## src/include/pin_change_pkg.sv

```systemverilog
// constants and types for the pin change interrupt block
package pin_change_pkg;

  localparam int NPORTS = 3;
  localparam int PORT_W = 8;
  localparam int PINS_W = NPORTS * PORT_W;
  localparam int SYNC_W = PINS_W + 2;

  typedef logic [PORT_W-1:0] port_byte_t;

  // one byte per port, port a in the low byte
  typedef struct packed {
    port_byte_t c;
    port_byte_t b;
    port_byte_t a;
  } port_trio_t;

  // wishbone request as seen by the register file
  typedef struct packed {
    logic        cyc;
    logic        stb;
    logic        we;
    logic [15:0] adr;
    logic [3:0]  sel;
    logic [31:0] dat;
  } wb_req_t;

  // register indices, byte address is four times the index
  localparam logic [2:0][13:0] RISE_IDX = {14'h1f53, 14'h1f48, 14'h1f3d};
  localparam logic [2:0][13:0] FALL_IDX = {14'h1f54, 14'h1f49, 14'h1f3e};
  localparam logic [2:0][13:0] FLAG_IDX = {14'h1f55, 14'h1f4a, 14'h1f3f};
  localparam logic [13:0] CTRL_IDX      = 14'h1f60;
  localparam logic [13:0] SUMMARY_IDX   = 14'h1f61;
  localparam logic [13:0] EVT_STAT_IDX  = 14'h1f62;
  localparam logic [13:0] EVT_MASK_IDX  = 14'h1f63;

  // field positions
  localparam int MASTER_EN_BIT = 0;
  localparam int SUMMARY_BIT   = 0;
  localparam int RESET_PIN_BIT = 3;
  localparam int FUSE_RST_POS  = PINS_W;
  localparam int FUSE_LVP_POS  = PINS_W + 1;

  // implemented pins per port
  localparam logic [2:0][7:0] PORT_PINS = {8'hff, 8'hf0, 8'h3f};

  // reset values
  localparam port_byte_t REG_RST = 8'h00;
  localparam logic [2:0] EVT_RST = 3'h0;

  // last priming count; detection starts on the cycle after it, four cycles after reset
  localparam logic [1:0] PRIME_CYCLES = 2'h3;

  typedef enum logic [1:0] {
    ST_PRIME = 2'b01,
    ST_RUN   = 2'b10
  } det_state_t;

endpackage : pin_change_pkg

```

## src/logic/pin_change_interrupt.sv

```systemverilog
// pin change interrupt controller with wishbone register access
//
// Function
// - any pin or set of pins can request on a rising or falling edge.
// - port a always, port c from the 14-pin size, port b at 20 pins.
// - with either fuse at one, the reset pin has no detection.
// - master enable clear: edges still set flags, change_irq_o stays low, irq_o is not gated.
// - each pin has a rising detector, live while its rise bit is one.
// - each pin has a falling detector, live while its fall bit is one.
// - with both enables set, a pin detects both directions at once.
// - an enabled edge sets its flag, change_irq_o needs the master enable, irq_o does not.
// - the summary request bit is the or of all pin flags of all ports.
// - the summary bit ignores writes and clears once every flag is zero.
// - software clears a pin flag by writing zero to its bit.
// - an edge during a flag write wins over the written value.
// - with master enable set, an enabled edge in sleep wakes the device.
// - the flags are updated before the first instruction after wake-up.
//
// The implementer's own choices: the address map and the Wishbone register port.
module pin_change_interrupt
  import pin_change_pkg::*;
#(
  parameter int PACKAGE_PINS = 20
) (
  input  wire logic                     clk_i,
  input  wire logic                     rst_i,
  input  wire logic                     wb_cyc_i,
  input  wire logic                     wb_stb_i,
  input  wire logic                     wb_we_i,
  input  wire logic [15:0]              wb_adr_i,
  input  wire logic [3:0]               wb_sel_i,
  input  wire logic [31:0]              wb_dat_i,
  output logic      [31:0]              wb_dat_o,
  output logic                          wb_ack_o,
  input  wire pin_change_pkg::port_trio_t pins_i,
  input  wire logic                     reset_pin_enable_fuse_i,
  input  wire logic                     low_voltage_program_fuse_i,
  input  wire logic                     sleep_i,
  output logic                          change_irq_o,
  output logic                          wake_o,
  output logic                          irq_o
);
  import pin_change_pkg::*;

  // register hit against a word index
  function automatic logic idx_hit(input logic [15:0] adr,
                                   input logic [13:0] idx);
    return adr[15:2] == idx;
  endfunction

  // byte p of a 24-bit pin vector
  function automatic port_byte_t byte_of(input logic [PINS_W-1:0] v,
                                         input int p);
    return v[p*PORT_W +: PORT_W];
  endfunction

  wb_req_t          req;
  logic [SYNC_W-1:0] s1_r;
  logic [SYNC_W-1:0] s2_r;
  logic [SYNC_W-1:0] s3_r;
  logic [SYNC_W-1:0] lvl_r;
  logic [SYNC_W-1:0] lvl_nxt;
  det_state_t       state_r;
  det_state_t       state_nxt;
  logic [1:0]       prime_r;
  logic [1:0]       prime_nxt;
  logic [PINS_W-1:0] rise_r;
  logic [PINS_W-1:0] rise_nxt;
  logic [PINS_W-1:0] fall_r;
  logic [PINS_W-1:0] fall_nxt;
  logic [PINS_W-1:0] flag_r;
  logic [PINS_W-1:0] flag_nxt;
  logic [PINS_W-1:0] avail;
  logic [PINS_W-1:0] rise_ev;
  logic [PINS_W-1:0] fall_ev;
  logic [PINS_W-1:0] edge_ev;
  logic             master_en_r;
  logic [2:0]       evt_stat_r;
  logic [2:0]       evt_stat_nxt;
  logic [2:0]       evt_mask_r;
  logic [2:0]       port_ev;
  logic             ack_r;
  logic [31:0]      rdat_r;
  logic [31:0]      rdat_nxt;
  logic [2:0]       hit_rise;
  logic [2:0]       hit_fall;
  logic [2:0]       hit_flag;
  logic [2:0]       port_on;
  logic             fuse_block;
  logic             running;
  logic             summary;
  logic             wr;
  port_byte_t       wbyte;

  // bundle the bus request
  assign req = '{cyc: wb_cyc_i, stb: wb_stb_i, we: wb_we_i,
                 adr: wb_adr_i, sel: wb_sel_i, dat: wb_dat_i};

  // three-stage synchroniser for pins and fuse straps
  always_ff @(posedge clk_i) begin
    if (rst_i) begin
      s1_r <= '0;
      s2_r <= '0;
      s3_r <= '0;
    end else begin
      s1_r <= {low_voltage_program_fuse_i, reset_pin_enable_fuse_i,
               pins_i};
      s2_r <= s1_r;
      s3_r <= s2_r;
    end
  end

  // level moves only when stages two and three agree
  assign lvl_nxt = (~(s2_r ^ s3_r) & s3_r)
                 | ((s2_r ^ s3_r) & lvl_r);

  // priming stops a high pin at reset release looking like an edge
  always_comb begin
    state_nxt = state_r;
    prime_nxt = prime_r;
    case (state_r)
      ST_PRIME: begin
        prime_nxt = 2'(prime_r + 2'h1);
        if (prime_r == PRIME_CYCLES) begin
          state_nxt = ST_RUN;
        end
      end
      ST_RUN: begin
        prime_nxt = prime_r;
      end
      default: begin
        state_nxt = ST_PRIME;
        prime_nxt = 2'h0;
      end
    endcase
  end

  // priming state and settled pin levels
  always_ff @(posedge clk_i) begin
    if (rst_i) begin
      state_r <= ST_PRIME;
      prime_r <= 2'h0;
      lvl_r   <= '0;
    end else begin
      state_r <= state_nxt;
      prime_r <= prime_nxt;
      lvl_r   <= lvl_nxt;
    end
  end

  // detectors stay blind until priming ends
  assign running = (state_r == ST_RUN);

  // ports present for this package size
  assign port_on[0] = 1'b1;
  assign port_on[1] = (PACKAGE_PINS >= 20);
  assign port_on[2] = (PACKAGE_PINS >= 14);

  // either fuse takes the reset pin away from the port
  assign fuse_block = lvl_r[FUSE_RST_POS] | lvl_r[FUSE_LVP_POS];

  // pins that may detect: present ports, minus a fused reset pin
  always_comb begin
    for (int p = 0; p < NPORTS; p++) begin
      avail[p*PORT_W +: PORT_W] = port_on[p] ? PORT_PINS[p] : 8'h00;
    end
    avail[RESET_PIN_BIT] = PORT_PINS[0][RESET_PIN_BIT]
                         & ~fuse_block;
  end

  // separate per-pin rising and falling detectors
  assign rise_ev = {PINS_W{running}} & lvl_nxt[PINS_W-1:0]
                 & ~lvl_r[PINS_W-1:0] & rise_r & avail;
  assign fall_ev = {PINS_W{running}} & ~lvl_nxt[PINS_W-1:0]
                 & lvl_r[PINS_W-1:0] & fall_r & avail;
  assign edge_ev = rise_ev | fall_ev;

  // address decode
  always_comb begin
    for (int p = 0; p < NPORTS; p++) begin
      hit_rise[p] = idx_hit(req.adr, RISE_IDX[p]);
      hit_fall[p] = idx_hit(req.adr, FALL_IDX[p]);
      hit_flag[p] = idx_hit(req.adr, FLAG_IDX[p]);
      port_ev[p]  = |byte_of(edge_ev, p);
    end
  end

  // writes land on the edge that samples ack
  assign wr    = req.cyc & req.stb & req.we & ack_r & req.sel[0];
  assign wbyte = req.dat[7:0];

  // enable and flag next values, per port byte
  always_comb begin
    rise_nxt = rise_r;
    fall_nxt = fall_r;
    flag_nxt = flag_r;
    for (int p = 0; p < NPORTS; p++) begin
      if (wr && hit_rise[p]) begin
        rise_nxt[p*PORT_W +: PORT_W] = wbyte & PORT_PINS[p];
      end
      if (wr && hit_fall[p]) begin
        fall_nxt[p*PORT_W +: PORT_W] = wbyte & PORT_PINS[p];
      end
      if (wr && hit_flag[p]) begin
        flag_nxt[p*PORT_W +: PORT_W] = wbyte & PORT_PINS[p];
      end
    end
    // an edge during a clearing write still leaves its flag set
    flag_nxt = (flag_nxt & avail) | edge_ev;
  end

  // event status: set wins over write-one-to-clear
  assign evt_stat_nxt = (evt_stat_r
                        & ~({3{wr && idx_hit(req.adr, EVT_STAT_IDX)}}
                            & wbyte[2:0])) | port_ev;

  // enable and flag registers
  always_ff @(posedge clk_i) begin
    if (rst_i) begin
      rise_r <= '0;
      fall_r <= '0;
      flag_r <= '0;
    end else begin
      rise_r <= rise_nxt;
      fall_r <= fall_nxt;
      flag_r <= flag_nxt;
    end
  end

  // control, event status and mask
  always_ff @(posedge clk_i) begin
    if (rst_i) begin
      master_en_r <= 1'b0;
      evt_stat_r  <= EVT_RST;
      evt_mask_r  <= EVT_RST;
    end else begin
      if (wr && idx_hit(req.adr, CTRL_IDX)) begin
        master_en_r <= wbyte[MASTER_EN_BIT];
      end
      if (wr && idx_hit(req.adr, EVT_MASK_IDX)) begin
        evt_mask_r <= wbyte[2:0];
      end
      evt_stat_r <= evt_stat_nxt;
    end
  end

  // summary is a pure or, so it has no state to write
  assign summary = |flag_r;

  // read mux, unmapped words read as zero
  always_comb begin
    rdat_nxt = 32'h0000_0000;
    for (int p = 0; p < NPORTS; p++) begin
      if (hit_rise[p]) begin
        rdat_nxt[7:0] = byte_of(rise_r, p);
      end
      if (hit_fall[p]) begin
        rdat_nxt[7:0] = byte_of(fall_r, p);
      end
      if (hit_flag[p]) begin
        rdat_nxt[7:0] = byte_of(flag_r, p);
      end
    end
    if (idx_hit(req.adr, CTRL_IDX)) begin
      rdat_nxt[MASTER_EN_BIT] = master_en_r;
    end
    if (idx_hit(req.adr, SUMMARY_IDX)) begin
      rdat_nxt[SUMMARY_BIT] = summary;
    end
    if (idx_hit(req.adr, EVT_STAT_IDX)) begin
      rdat_nxt[2:0] = evt_stat_r;
    end
    if (idx_hit(req.adr, EVT_MASK_IDX)) begin
      rdat_nxt[2:0] = evt_mask_r;
    end
  end

  // one wait state: ack one cycle after the request, then drop
  always_ff @(posedge clk_i) begin
    if (rst_i) begin
      ack_r  <= 1'b0;
      rdat_r <= 32'h0000_0000;
    end else begin
      ack_r  <= req.cyc & req.stb & ~ack_r;
      rdat_r <= rdat_nxt;
    end
  end

  // bus outputs straight from flops
  assign wb_ack_o = ack_r;
  assign wb_dat_o = rdat_r;

  // processor request gated by the master enable
  assign change_irq_o = master_en_r & summary;

  // flags are already registered when wake rises
  assign wake_o = sleep_i & master_en_r & summary;

  // system interrupt from masked sticky events
  assign irq_o = |(evt_stat_r & evt_mask_r);

endmodule // pin_change_interrupt

```

## config.mk

```make
export PLATFORM = sky130hd
export DESIGN_NAME = pin_change_interrupt
export DESIGN_NICKNAME = d
export VERILOG_FILES = /design/src/include/pin_change_pkg.sv /design/src/logic/pin_change_interrupt.sv
export SDC_FILE = /design/constraint.sdc
export NUM_CORES = 1
export LEC_CHECK = 0
export ABC_AREA = 1
export BUFFER_PORTS_ARGS = -buffer_cell sky130_fd_sc_hd__buf_2
export CAP_MARGIN = 15
export CORE_UTILIZATION = 50
export DETAILED_ROUTE_END_ITERATION = 8
export HOLD_SLACK_MARGIN = 0.15
export PLACE_DENSITY = 0.75
export SETUP_SLACK_MARGIN = 0.1
export SYNTH_ARGS = -nofsm -noshare
export SYNTH_HDL_FRONTEND = slang
export SYNTH_SLANG_ARGS = --single-unit
```

## constraint.sdc

```tcl
create_clock -name clk_i -period 2.43 [get_ports clk_i]
set_clock_uncertainty 0.05 [all_clocks]
set_input_delay 0.243 -clock clk_i [delete_from_list [all_inputs] [get_ports clk_i]]
set_output_delay 0.243 -clock clk_i [all_outputs]
set_load 0.05 [all_outputs]
```

==> flow_summary.ini, run 1 <==
[outcome]
status = completed

[synth]
synthAdderAreaFrac_pct = 0.187
synth-simple-area-share_pct = 23.7
ys_types = 41
ys_warn_count = 0
synth_seq_area_share_pct = 46.0
yosys-mux-area-fraction_pct = 0
synth-compound-area-share_pct = 16.4
synth_top_family_by_area = simple AND/OR/NAND/NOR gates
synth_seq_cells = 154
synth_xor_area_share_pct = 0
synth_cells = 905
synth_area_um2 = 6700
postSynthAreaPerCell_um2 = 7.40

[timing]
final_hold_viol_count = 0
rsz0062_at_grt = false
setup_viol = 0
hold_slack_ns = 0.273
worst_slew_margin_rel_pct = 39.1
fin_tns_setup_ns = 0
period_needed_ns = 1.99
fmax_ghz = 0.503
slew_violations = 0
worst_slew_pin_slew_ns = 0.913
fin_crit_sh_pct = 81.8

[clock_tree]
cts_max_level = 4
clkSlewWorstSetupHoldPaths_ns = 0.06
cts_tree = yes
holdBufCountCts = 30
cts_resized = 0
cts-root-buf = clkbuf_16
cts_buffers = 17
clock_sinks = 154
clkLatencyLatePin_ns = 0.42
cts_buffer_depth = 2
post-cts-setup-buffers = 0

[power]
finalPower_mw = 5.47
leakage_nw = 3.53
p_per_area_nw_per_um2 = 692
vdd_drop_max_v = 0.000376

[cells_and_area]
fin_area_um2 = 7890
final_nets = 1076
syn_to_final_growth_pct = 17.8
diodes = 0
drive_gt1_share_pct = 13.7

[detailed_routing]
post-route-drc-count = 0
num_vias = 5925
ant_nets = 0
dr.pass1.iters = 5
wl_per_cell_um = 13.0
via_per_inst = 5.04
wl_um = 15300
drt_iter0_markers = 495

[die]
start_util_pct = 52.3
die_w_um = 118
ios = 120
std_cell_rows = 41
coreArea_um2 = 12800
dieArea_um2 = 13900
die_height_um = 118

[setup_path]
critPathKind = flip-flop to flip-flop
start_kind = flip-flop
cp.arrival_ns = 2.26
endpoint_kind = flip-flop
path_max_fanout = 14
required_ns = 2.70

[place]
port_buffers = 60
placed_cell_area_um2 = 7020
place.gp.congestion = 0.882
hpwl_um = 10500

[grt]
grt_max_degree = 88
grt_pass1_vias = 5489
track_usage_pct = 23.1
grt_pass1_wl_um = 25700
overflow = 0
grt_antenna_before_repair = 0

[min_path]
hold_path.class = input port to flip-flop

[flow_run]
drv_cap = 0
-- through the flow --
stage	worst slack (ns)	cells	utilization (%)
finish	0.441	1176	61.5
global route	0.316	1176	61.5
CTS	0.446	1176	61.5
detailed placement	0.368	1114	54.7
global placement	0.413	1114	54.7
floorplan	0.623	928	-
-- sequential cells by signal, summed over array words and instances, names as in the netlist, 8 cells and up, named ones only --
register	count
lvl_r	18
flag_r	18
s1_r	20
wb_dat_o	8
fall_r	18
rise_r	18
s3_r	20
s2_r	20
-- logic make-up after synthesis --
kind of cell | count (synthesis)
buffers and inverters | 206
flip-flops | 154
adder cells (fa/ha/maj) | 1
AND/OR/NAND/NOR | 346
AO/OA/AOI/OAI | 197
other | 1
-- metal layers --
layer / GRT usage (%) / share of wire, %
met1: 29.3 / 46
met2: 37.7 / 46
met3: 5.09 / 5.4
met4: 9.94 / 2.3
met5: 0 / 0
-- worst max-delay path, cell delays in order (launching register included) --
cell and delay, ns:
dfxtp_1 0.29, inv_1 0.14, nor2_4 0.10, inv_1 0.43
a21oi_1 0.15, nor4_1 0.48, nand3_1 0.13, nand2_1 0.07
inv_1 0.04
-- report_power, final --
group          switching (mW)  internal (mW)  total (mW)
Sequential             0.0255           2.57        2.60
Clock                    1.02           1.51        2.53
Combinational           0.230          0.105       0.335
Total                    1.28           4.19        5.47
-- layout by cell type, fill, tap and decap left out, types with 2 or more instances in the layout --
| cell | n |
|---|---|
| nand4_1 | 11 |
| nor3_1 | 22 |
| nor2_8 | 3 |
| conb_1 | 24 |
| o21ai_1 | 9 |
| clkinv_4 | 3 |
| nand2_4 | 3 |
| a21oi_2 | 2 |
| dfxtp_1 | 154 |
| nor4_1 | 2 |
| nor2_4 | 7 |
| clkbuf_8 | 4 |
| a21oi_1 | 80 |
| inv_1 | 147 |
| nor2_2 | 9 |
| buf_4 | 5 |
| inv_2 | 6 |
| clkinv_2 | 3 |
| nand3_1 | 42 |
| o21ai_2 | 2 |
| clkbuf_16 | 17 |
| clkinvlp_4 | 4 |
| o41ai_1 | 5 |
| o211ai_1 | 10 |
| a31oi_1 | 14 |
| a211oi_1 | 6 |
| buf_2 | 60 |
| o21ai_0 | 63 |
| nand2_1 | 108 |
| nor2_1 | 127 |
| nand2_2 | 8 |
| a211o_1 | 3 |
| dlygate4sd3_1 | 30 |
-- synthesized netlist by cell type --
library cell / number / share of area, %
or2_0: 1 / 0.093
o41ai_1: 5 / 0.65
a211oi_1: 6 / 0.67
nand2_2: 8 / 0.75
a21oi_2: 2 / 0.26
o211ai_1: 10 / 1.1
o21ai_2: 2 / 0.26
inv_4: 1 / 0.093
and3_1: 1 / 0.093
conb_1: 1 / 0.056
clkinv_4: 1 / 0.13
clkbuf_1: 13 / 0.73
nand2b_1: 1 / 0.093
buf_1: 5 / 0.28
buf_4: 26 / 2.9
ha_1: 1 / 0.19
nor3_1: 22 / 1.6
a21oi_1: 80 / 6.0
nand3_1: 42 / 3.1
nor2_2: 9 / 0.84
nor4_1: 2 / 0.19
or2_1: 1 / 0.093
o21ai_0: 63 / 4.7
o2111ai_1: 1 / 0.13
buf_2: 4 / 0.30
nand4_1: 11 / 1.0
o221ai_1: 1 / 0.13
nand2_4: 3 / 0.50
nand2_1: 108 / 6.0
nor2_8: 3 / 0.90
nor2_1: 127 / 7.1
a211o_1: 3 / 0.39
buf_6: 2 / 0.34
buf_12: 1 / 0.30
dfxtp_1: 154 / 46
inv_2: 6 / 0.34
inv_1: 147 / 8.2
nor2_4: 7 / 1.2
o21ai_1: 9 / 0.67
a31oi_1: 14 / 1.3
a311oi_1: 1 / 0.13
-- path summary, 6_finish.rpt --
kind          startpoint            end  slack [ns]  cells past startpoint
max reg2reg   state_r[1]  evt_stat_r[2]        0.44                      8
min reg2reg     s1_r[23]       s2_r[23]        0.35                      2
max           state_r[1]  evt_stat_r[2]        0.44                      8
min          wb_adr_i[3]    wb_dat_o[0]        0.27                      6
-- area by class of cell --
class	count	area (um^2)
flip-flops and latches	154	3080
fillers	1179	4930
multi-input cells	568	2790
clock buffers	22	484
repair buffers	95	638
clock inverters	10	92.6
inverters	155	589
well taps	172	215
No activity file was read; power rests on OpenSTA's default activity.
==> run 2: changes to the inputs <==
Settings changed: ABC_AREA 1 to 0.
Clock period 2.43 ns to 1.92 ns, I/O delays scaled along.
==> flow_summary.ini, run 2 <==
[synth]
synth_area_um2 = 6610
synth_cells = 714
synth_ff_type = dfxtp_1
synth_area_leader_cell = dfxtp_1
post-synth-top-count-cell = dfxtp_1
synthAdderAreaFrac_pct = 0.189
synthArstFlopShare_pct = 0
synth_xor_area_share_pct = 0
yosys-mux-area-fraction_pct = 10.4
synth-simple-area-share_pct = 25.0
yosysTopAreaCellShare_pct = 46.6
synth-edff-count = 0
ys_types = 60
synth_common_cells = dfxtp_1, nand2_1, nor2b_1
synth_seq_area_share_pct = 46.6
ys_warn_count = 0
synth_area_leaders = dfxtp_1, mux2i_1, nor2b_1, nand2_1, a21oi_1
synth_top_family_by_area = simple AND/OR/NAND/NOR gates
postSynthAreaPerCell_um2 = 9.26
synth_seq_cells = 154
synth-compound-area-share_pct = 12.2

[min_path]
hold_path.class = input port to flip-flop

[die]
die_w_um = 117
start_util_pct = 51.8
dieArea_um2 = 13700
std_cell_rows = 41
ios = 120
die_height_um = 117
coreArea_um2 = 12800

[detailed_routing]
via_per_inst = 5.44
ant_nets = 0
num_vias = 5609
drt_iter0_markers = 453
post-route-drc-count = 0
wl_um = 16800
dr.pass1.iters = 8
wl_per_cell_um = 16.3

[power]
p_per_area_nw_per_um2 = 852
vdd_drop_max_v = 0.000712
leakage_nw = 3.37
finalPower_mw = 7.23

[clock_tree]
clock_sinks = 154
clkSlewWorstSetupHoldPaths_ns = 0.06
cts_max_level = 4
clkLatencyLatePin_ns = 0.43
cts_tree = yes
cts_buffers = 17
cts-root-buf = clkbuf_16
cts_buffer_depth = 2

[timing]
final_hold_viol_count = 0
slew_violations = 0
hold_slack_ns = 0.238
period_needed_ns = 2.03
fmax_ghz = 0.492
finalWorstSetupSlack_ns = -0.114
fin_tns_setup_ns = -0.225
fin_crit_sh_pct = 106
worst_slew_pin_slew_ns = 0.571
rsz0062_at_grt = true
setup_viol = 2
worst_slew_margin_rel_pct = 61.6

[setup_path]
start_kind = flip-flop
critPathKind = flip-flop to primary output
required_ns = 1.68
cp.arrival_ns = 1.79
path_max_fanout = 2
endpoint_kind = primary output

[cells_and_area]
final_nets = 932
diodes = 0
filler_cell_count = 1020
drive_gt1_share_pct = 22.9
fin_area_um2 = 8490
top_regs = s1_r x20, s2_r x20, s3_r x20
mostFrequentLayoutCells = dfxtp_1, nand2_1, nor2b_1, mux2i_1, buf_4
syn_to_final_growth_pct = 28.3
final_common_cell = dfxtp_1

[flow_run]
drv_cap = 0

[place]
place.gp.congestion = 0.915
placed_cell_area_um2 = 7380
dp_slack_ns = -0.323
port_buffers = 60
hpwl_um = 11700

[grt]
grt_antenna_before_repair = 0
track_usage_pct = 25.9
grt_max_degree = 106
overflow = 0
grt_pass1_wl_um = 26400
grt_pass1_vias = 5283

[outcome]
violations = negative setup slack
status = finished with violations
run 2: cell count changes in the layout (fill, tap and decap cells not counted), moves of 11 or more:
cell,change
a31oi_1,-14
buf_4,+51
o21ai_0,-22
mux2i_1,+61
inv_1,-140
nand3_1,-36
nor2b_1,+68
nand2_1,-35
o31ai_1,+11
nor2_1,-76
nand4b_1,+11
a21oi_1,-30
run 2: cells by family (layout without fill, tap and decap cells):
logic type,after synthesis,in the layout
and+or+nand+nor,287,287
adders and majority gates,1,1
DFF,154,154
other,1,24
buffers and inverters,70,193
muxes,68,68
AOI/OAI and AO/OA,133,133
run 2: timing repair:
| action | in CTS | in global routing |
|---|---|---|
| pin swaps | 6 | 6 |
| resized for setup | 15 | 12 |
| buffers inserted | 6 | 2 |
| endpoints found under the hold margin | 71 | 0 |
| hold buffers | 31 | 0 |
| setup endpoints to repair | 15 | 21 |
run 2: per-stage QoR:
stage / util (%) / cells
6_report: 66.4 / 1032
4_1_cts: 65.9 / 1030
3_5_place_dp: 57.8 / 961
2_1_floorplan: - / 737
5_1_grt: 66.4 / 1032
3_3_place_gp: 57.8 / 961
run 2: path summary, 6_finish.rpt:
check / start / end / slack, ns / cells after the start
hold reg to reg: wb_ack_o / wb_ack_o / 0.37 / 1
setup reg to reg: wb_ack_o / flag_r[2] / 0.17 / 7
setup / recovery: flag_r[21] / wake_o / -0.11 / 5
hold / removal: wb_adr_i[4] / wb_dat_o[5] / 0.24 / 5
run 2: final cells by class:
cell class / instances / area (um^2) / share of cell area, %
Multi-Input combinational cell: 513 / 3360 / 39.6
Timing Repair Buffer: 154 / 1180 / 13.9
Sequential cell: 154 / 3090 / 36.4
Inverter: 7 / 26.3 / 0.310
Clock buffer: 22 / 474 / 5.59
Clock inverter: 10 / 141 / 1.67
Tap cell: 172 / 215 / 2.54
run 2: critical path, stage by stage, from the launching register on:
cell and delay (ns):
dfxtp_2 0.32, or4_4 0.57, nor2_4 0.14, nor2b_2 0.06, and2_4 0.13, buf_6 0.14
run 2: where the power goes:
group / leakage (nW) / internal, mW / switching, mW / total (mW)
clock: 0.285 / 2.15 / 1.31 / 3.45
combinational: 1.83 / 0.184 / 0.300 / 0.484
sequential: 1.25 / 3.26 / 0.0369 / 3.29
total: 3.37 / 5.58 / 1.65 / 7.23
run 2: layer usage:
metal	track usage, %	vias up	share of wire, %
li1	-	2732	-
met1	32.5	2662	45
met2	41.9	176	47
met3	5.56	39	4.9
met4	13.3	0	3.6
met5	0	-	0
==> run 3: changes to the inputs <==
Settings changed: CORE_MARGIN from default to 5.
==> flow_summary.ini, run 3 (same netlist as run 2, synthesis figures left out) <==
[clock_tree]
clock_sinks = 154
clkLatencyLatePin_ns = 0.43
cts_max_level = 4
cts_buffer_depth = 2
cts_buffers = 17
cts_tree = yes
cts-root-buf = clkbuf_16
clkSlewWorstSetupHoldPaths_ns = 0.06

[detailed_routing]
ant_nets = 0
post-route-drc-count = 0
via_per_inst = 5.42
dr.pass1.iters = 7
num_vias = 5558
drt_iter0_markers = 492
wl_um = 16800
wl_per_cell_um = 16.4

[grt]
grt_max_degree = 74
grt_pass1_wl_um = 27200
grt_pass1_vias = 5359
grt_antenna_before_repair = 0
track_usage_pct = 21.7
overflow = 0

[outcome]
status = finished with violations
violations = negative setup slack

[min_path]
hold_path.class = input port to flip-flop

[die]
die_w_um = 125
start_util_pct = 50.5
die_height_um = 125
ios = 120
dieArea_um2 = 15600
std_cell_rows = 42
coreArea_um2 = 13100

[setup_path]
endpoint_kind = primary output
critPathKind = flip-flop to primary output
start_kind = flip-flop
cp.arrival_ns = 1.82
rrSetupSlack_ns = 0.17
required_ns = 1.68
path_max_fanout = 3

[cells_and_area]
utilization_pct = 63.8
multi_input_area_um2 = 3340
mostFrequentLayoutCells = dfxtp_1, nand2_1, nor2b_1, mux2i_1, buf_2
top_regs = s1_r x20, s2_r x20, s3_r x20
final_common_cell = dfxtp_1
regArea_um2 = 3090
syn_to_final_growth_pct = 26.2
diodes = 0
drive_gt1_share_pct = 21.1
fin_area_um2 = 8350
final_nets = 921
fin_cells = 1025
filler_cell_count = 1051

[timing]
fmax_ghz = 0.484
worst_slew_margin_rel_pct = 60.7
fin_tns_setup_ns = -0.201
period_needed_ns = 2.07
final_hold_viol_count = 0
setup_viol = 2
rsz0062_at_grt = true
fin_crit_sh_pct = 108
worst_slew_pin_slew_ns = 0.585
finalWorstSetupSlack_ns = -0.145
hold_slack_ns = 0.226
slew_violations = 0

[place]
port_buffers = 60
place.gp.congestion = 0.917
hpwl_um = 11900
place_inst = 960
placed_cell_area_um2 = 7350
dp_slack_ns = -0.231

[power]
vdd_drop_max_v = 0.000578
finalPower_mw = 7.17
p_per_area_nw_per_um2 = 860
leakage_nw = 3.32

[flow_run]
drv_cap = 0
## run 3: cell count changes in the layout (fill, tap and decap cells not counted), moves of 3 or more
cell        change
buf_4           -7
buf_6           -6
clkinv_2        +3
clkinvlp_4      -3
dfxtp_2         -3
## run 3: routing by layer
metal	vias to the layer above	share of wire, %	GRT usage (%)
met5	-	0	0
met4	0	3.6	10.3
met3	50	7.0	5.54
met2	214	47	35.1
met1	2573	43	27.0
li1	2721	-	-
## run 3: path summary, 6_finish.rpt
path,startpoint,cells after the start,endpoint
worst max-delay path,flag_r[19],5,wake_o
worst min-delay path,wb_adr_i[4],5,wb_dat_o[5]
worst max register to register,wb_ack_o,7,rise_r[4]
worst min register to register,wb_ack_o,1,wb_ack_o
## run 3: where the power goes
part	internal, mW	switching, mW	leakage [nW]
registers	3.25	0.0380	1.25
clock network	2.11	1.30	0.294
logic	0.177	0.298	1.77
## run 3: final cells by class
type | instances | area share, %
clock buffer | 21 | 5.52
clock inverter | 11 | 1.71
inverter | 7 | 0.315
multi-input combinational | 513 | 40.0
sequential | 154 | 37.0
tap | 176 | 2.64
timing repair buffer | 143 | 12.8
## run 3: worst max-delay path, stage by stage (launching register included)
cell and delay [ns]:
dfxtp_1 0.33, or4_4 0.57, nor2_4 0.16, nor2b_2 0.06
and2_4 0.13, buf_6 0.14
## run 3: what timing repair did
item | in CTS | in global routing
endpoints found under the hold margin | 69 | 0
endpoints found under the setup margin | 4 | 5
hold buffers | 31 | 0
buffers inserted | 2 | 0
resized for setup | 10 | 6
pin swaps | 5 | 3
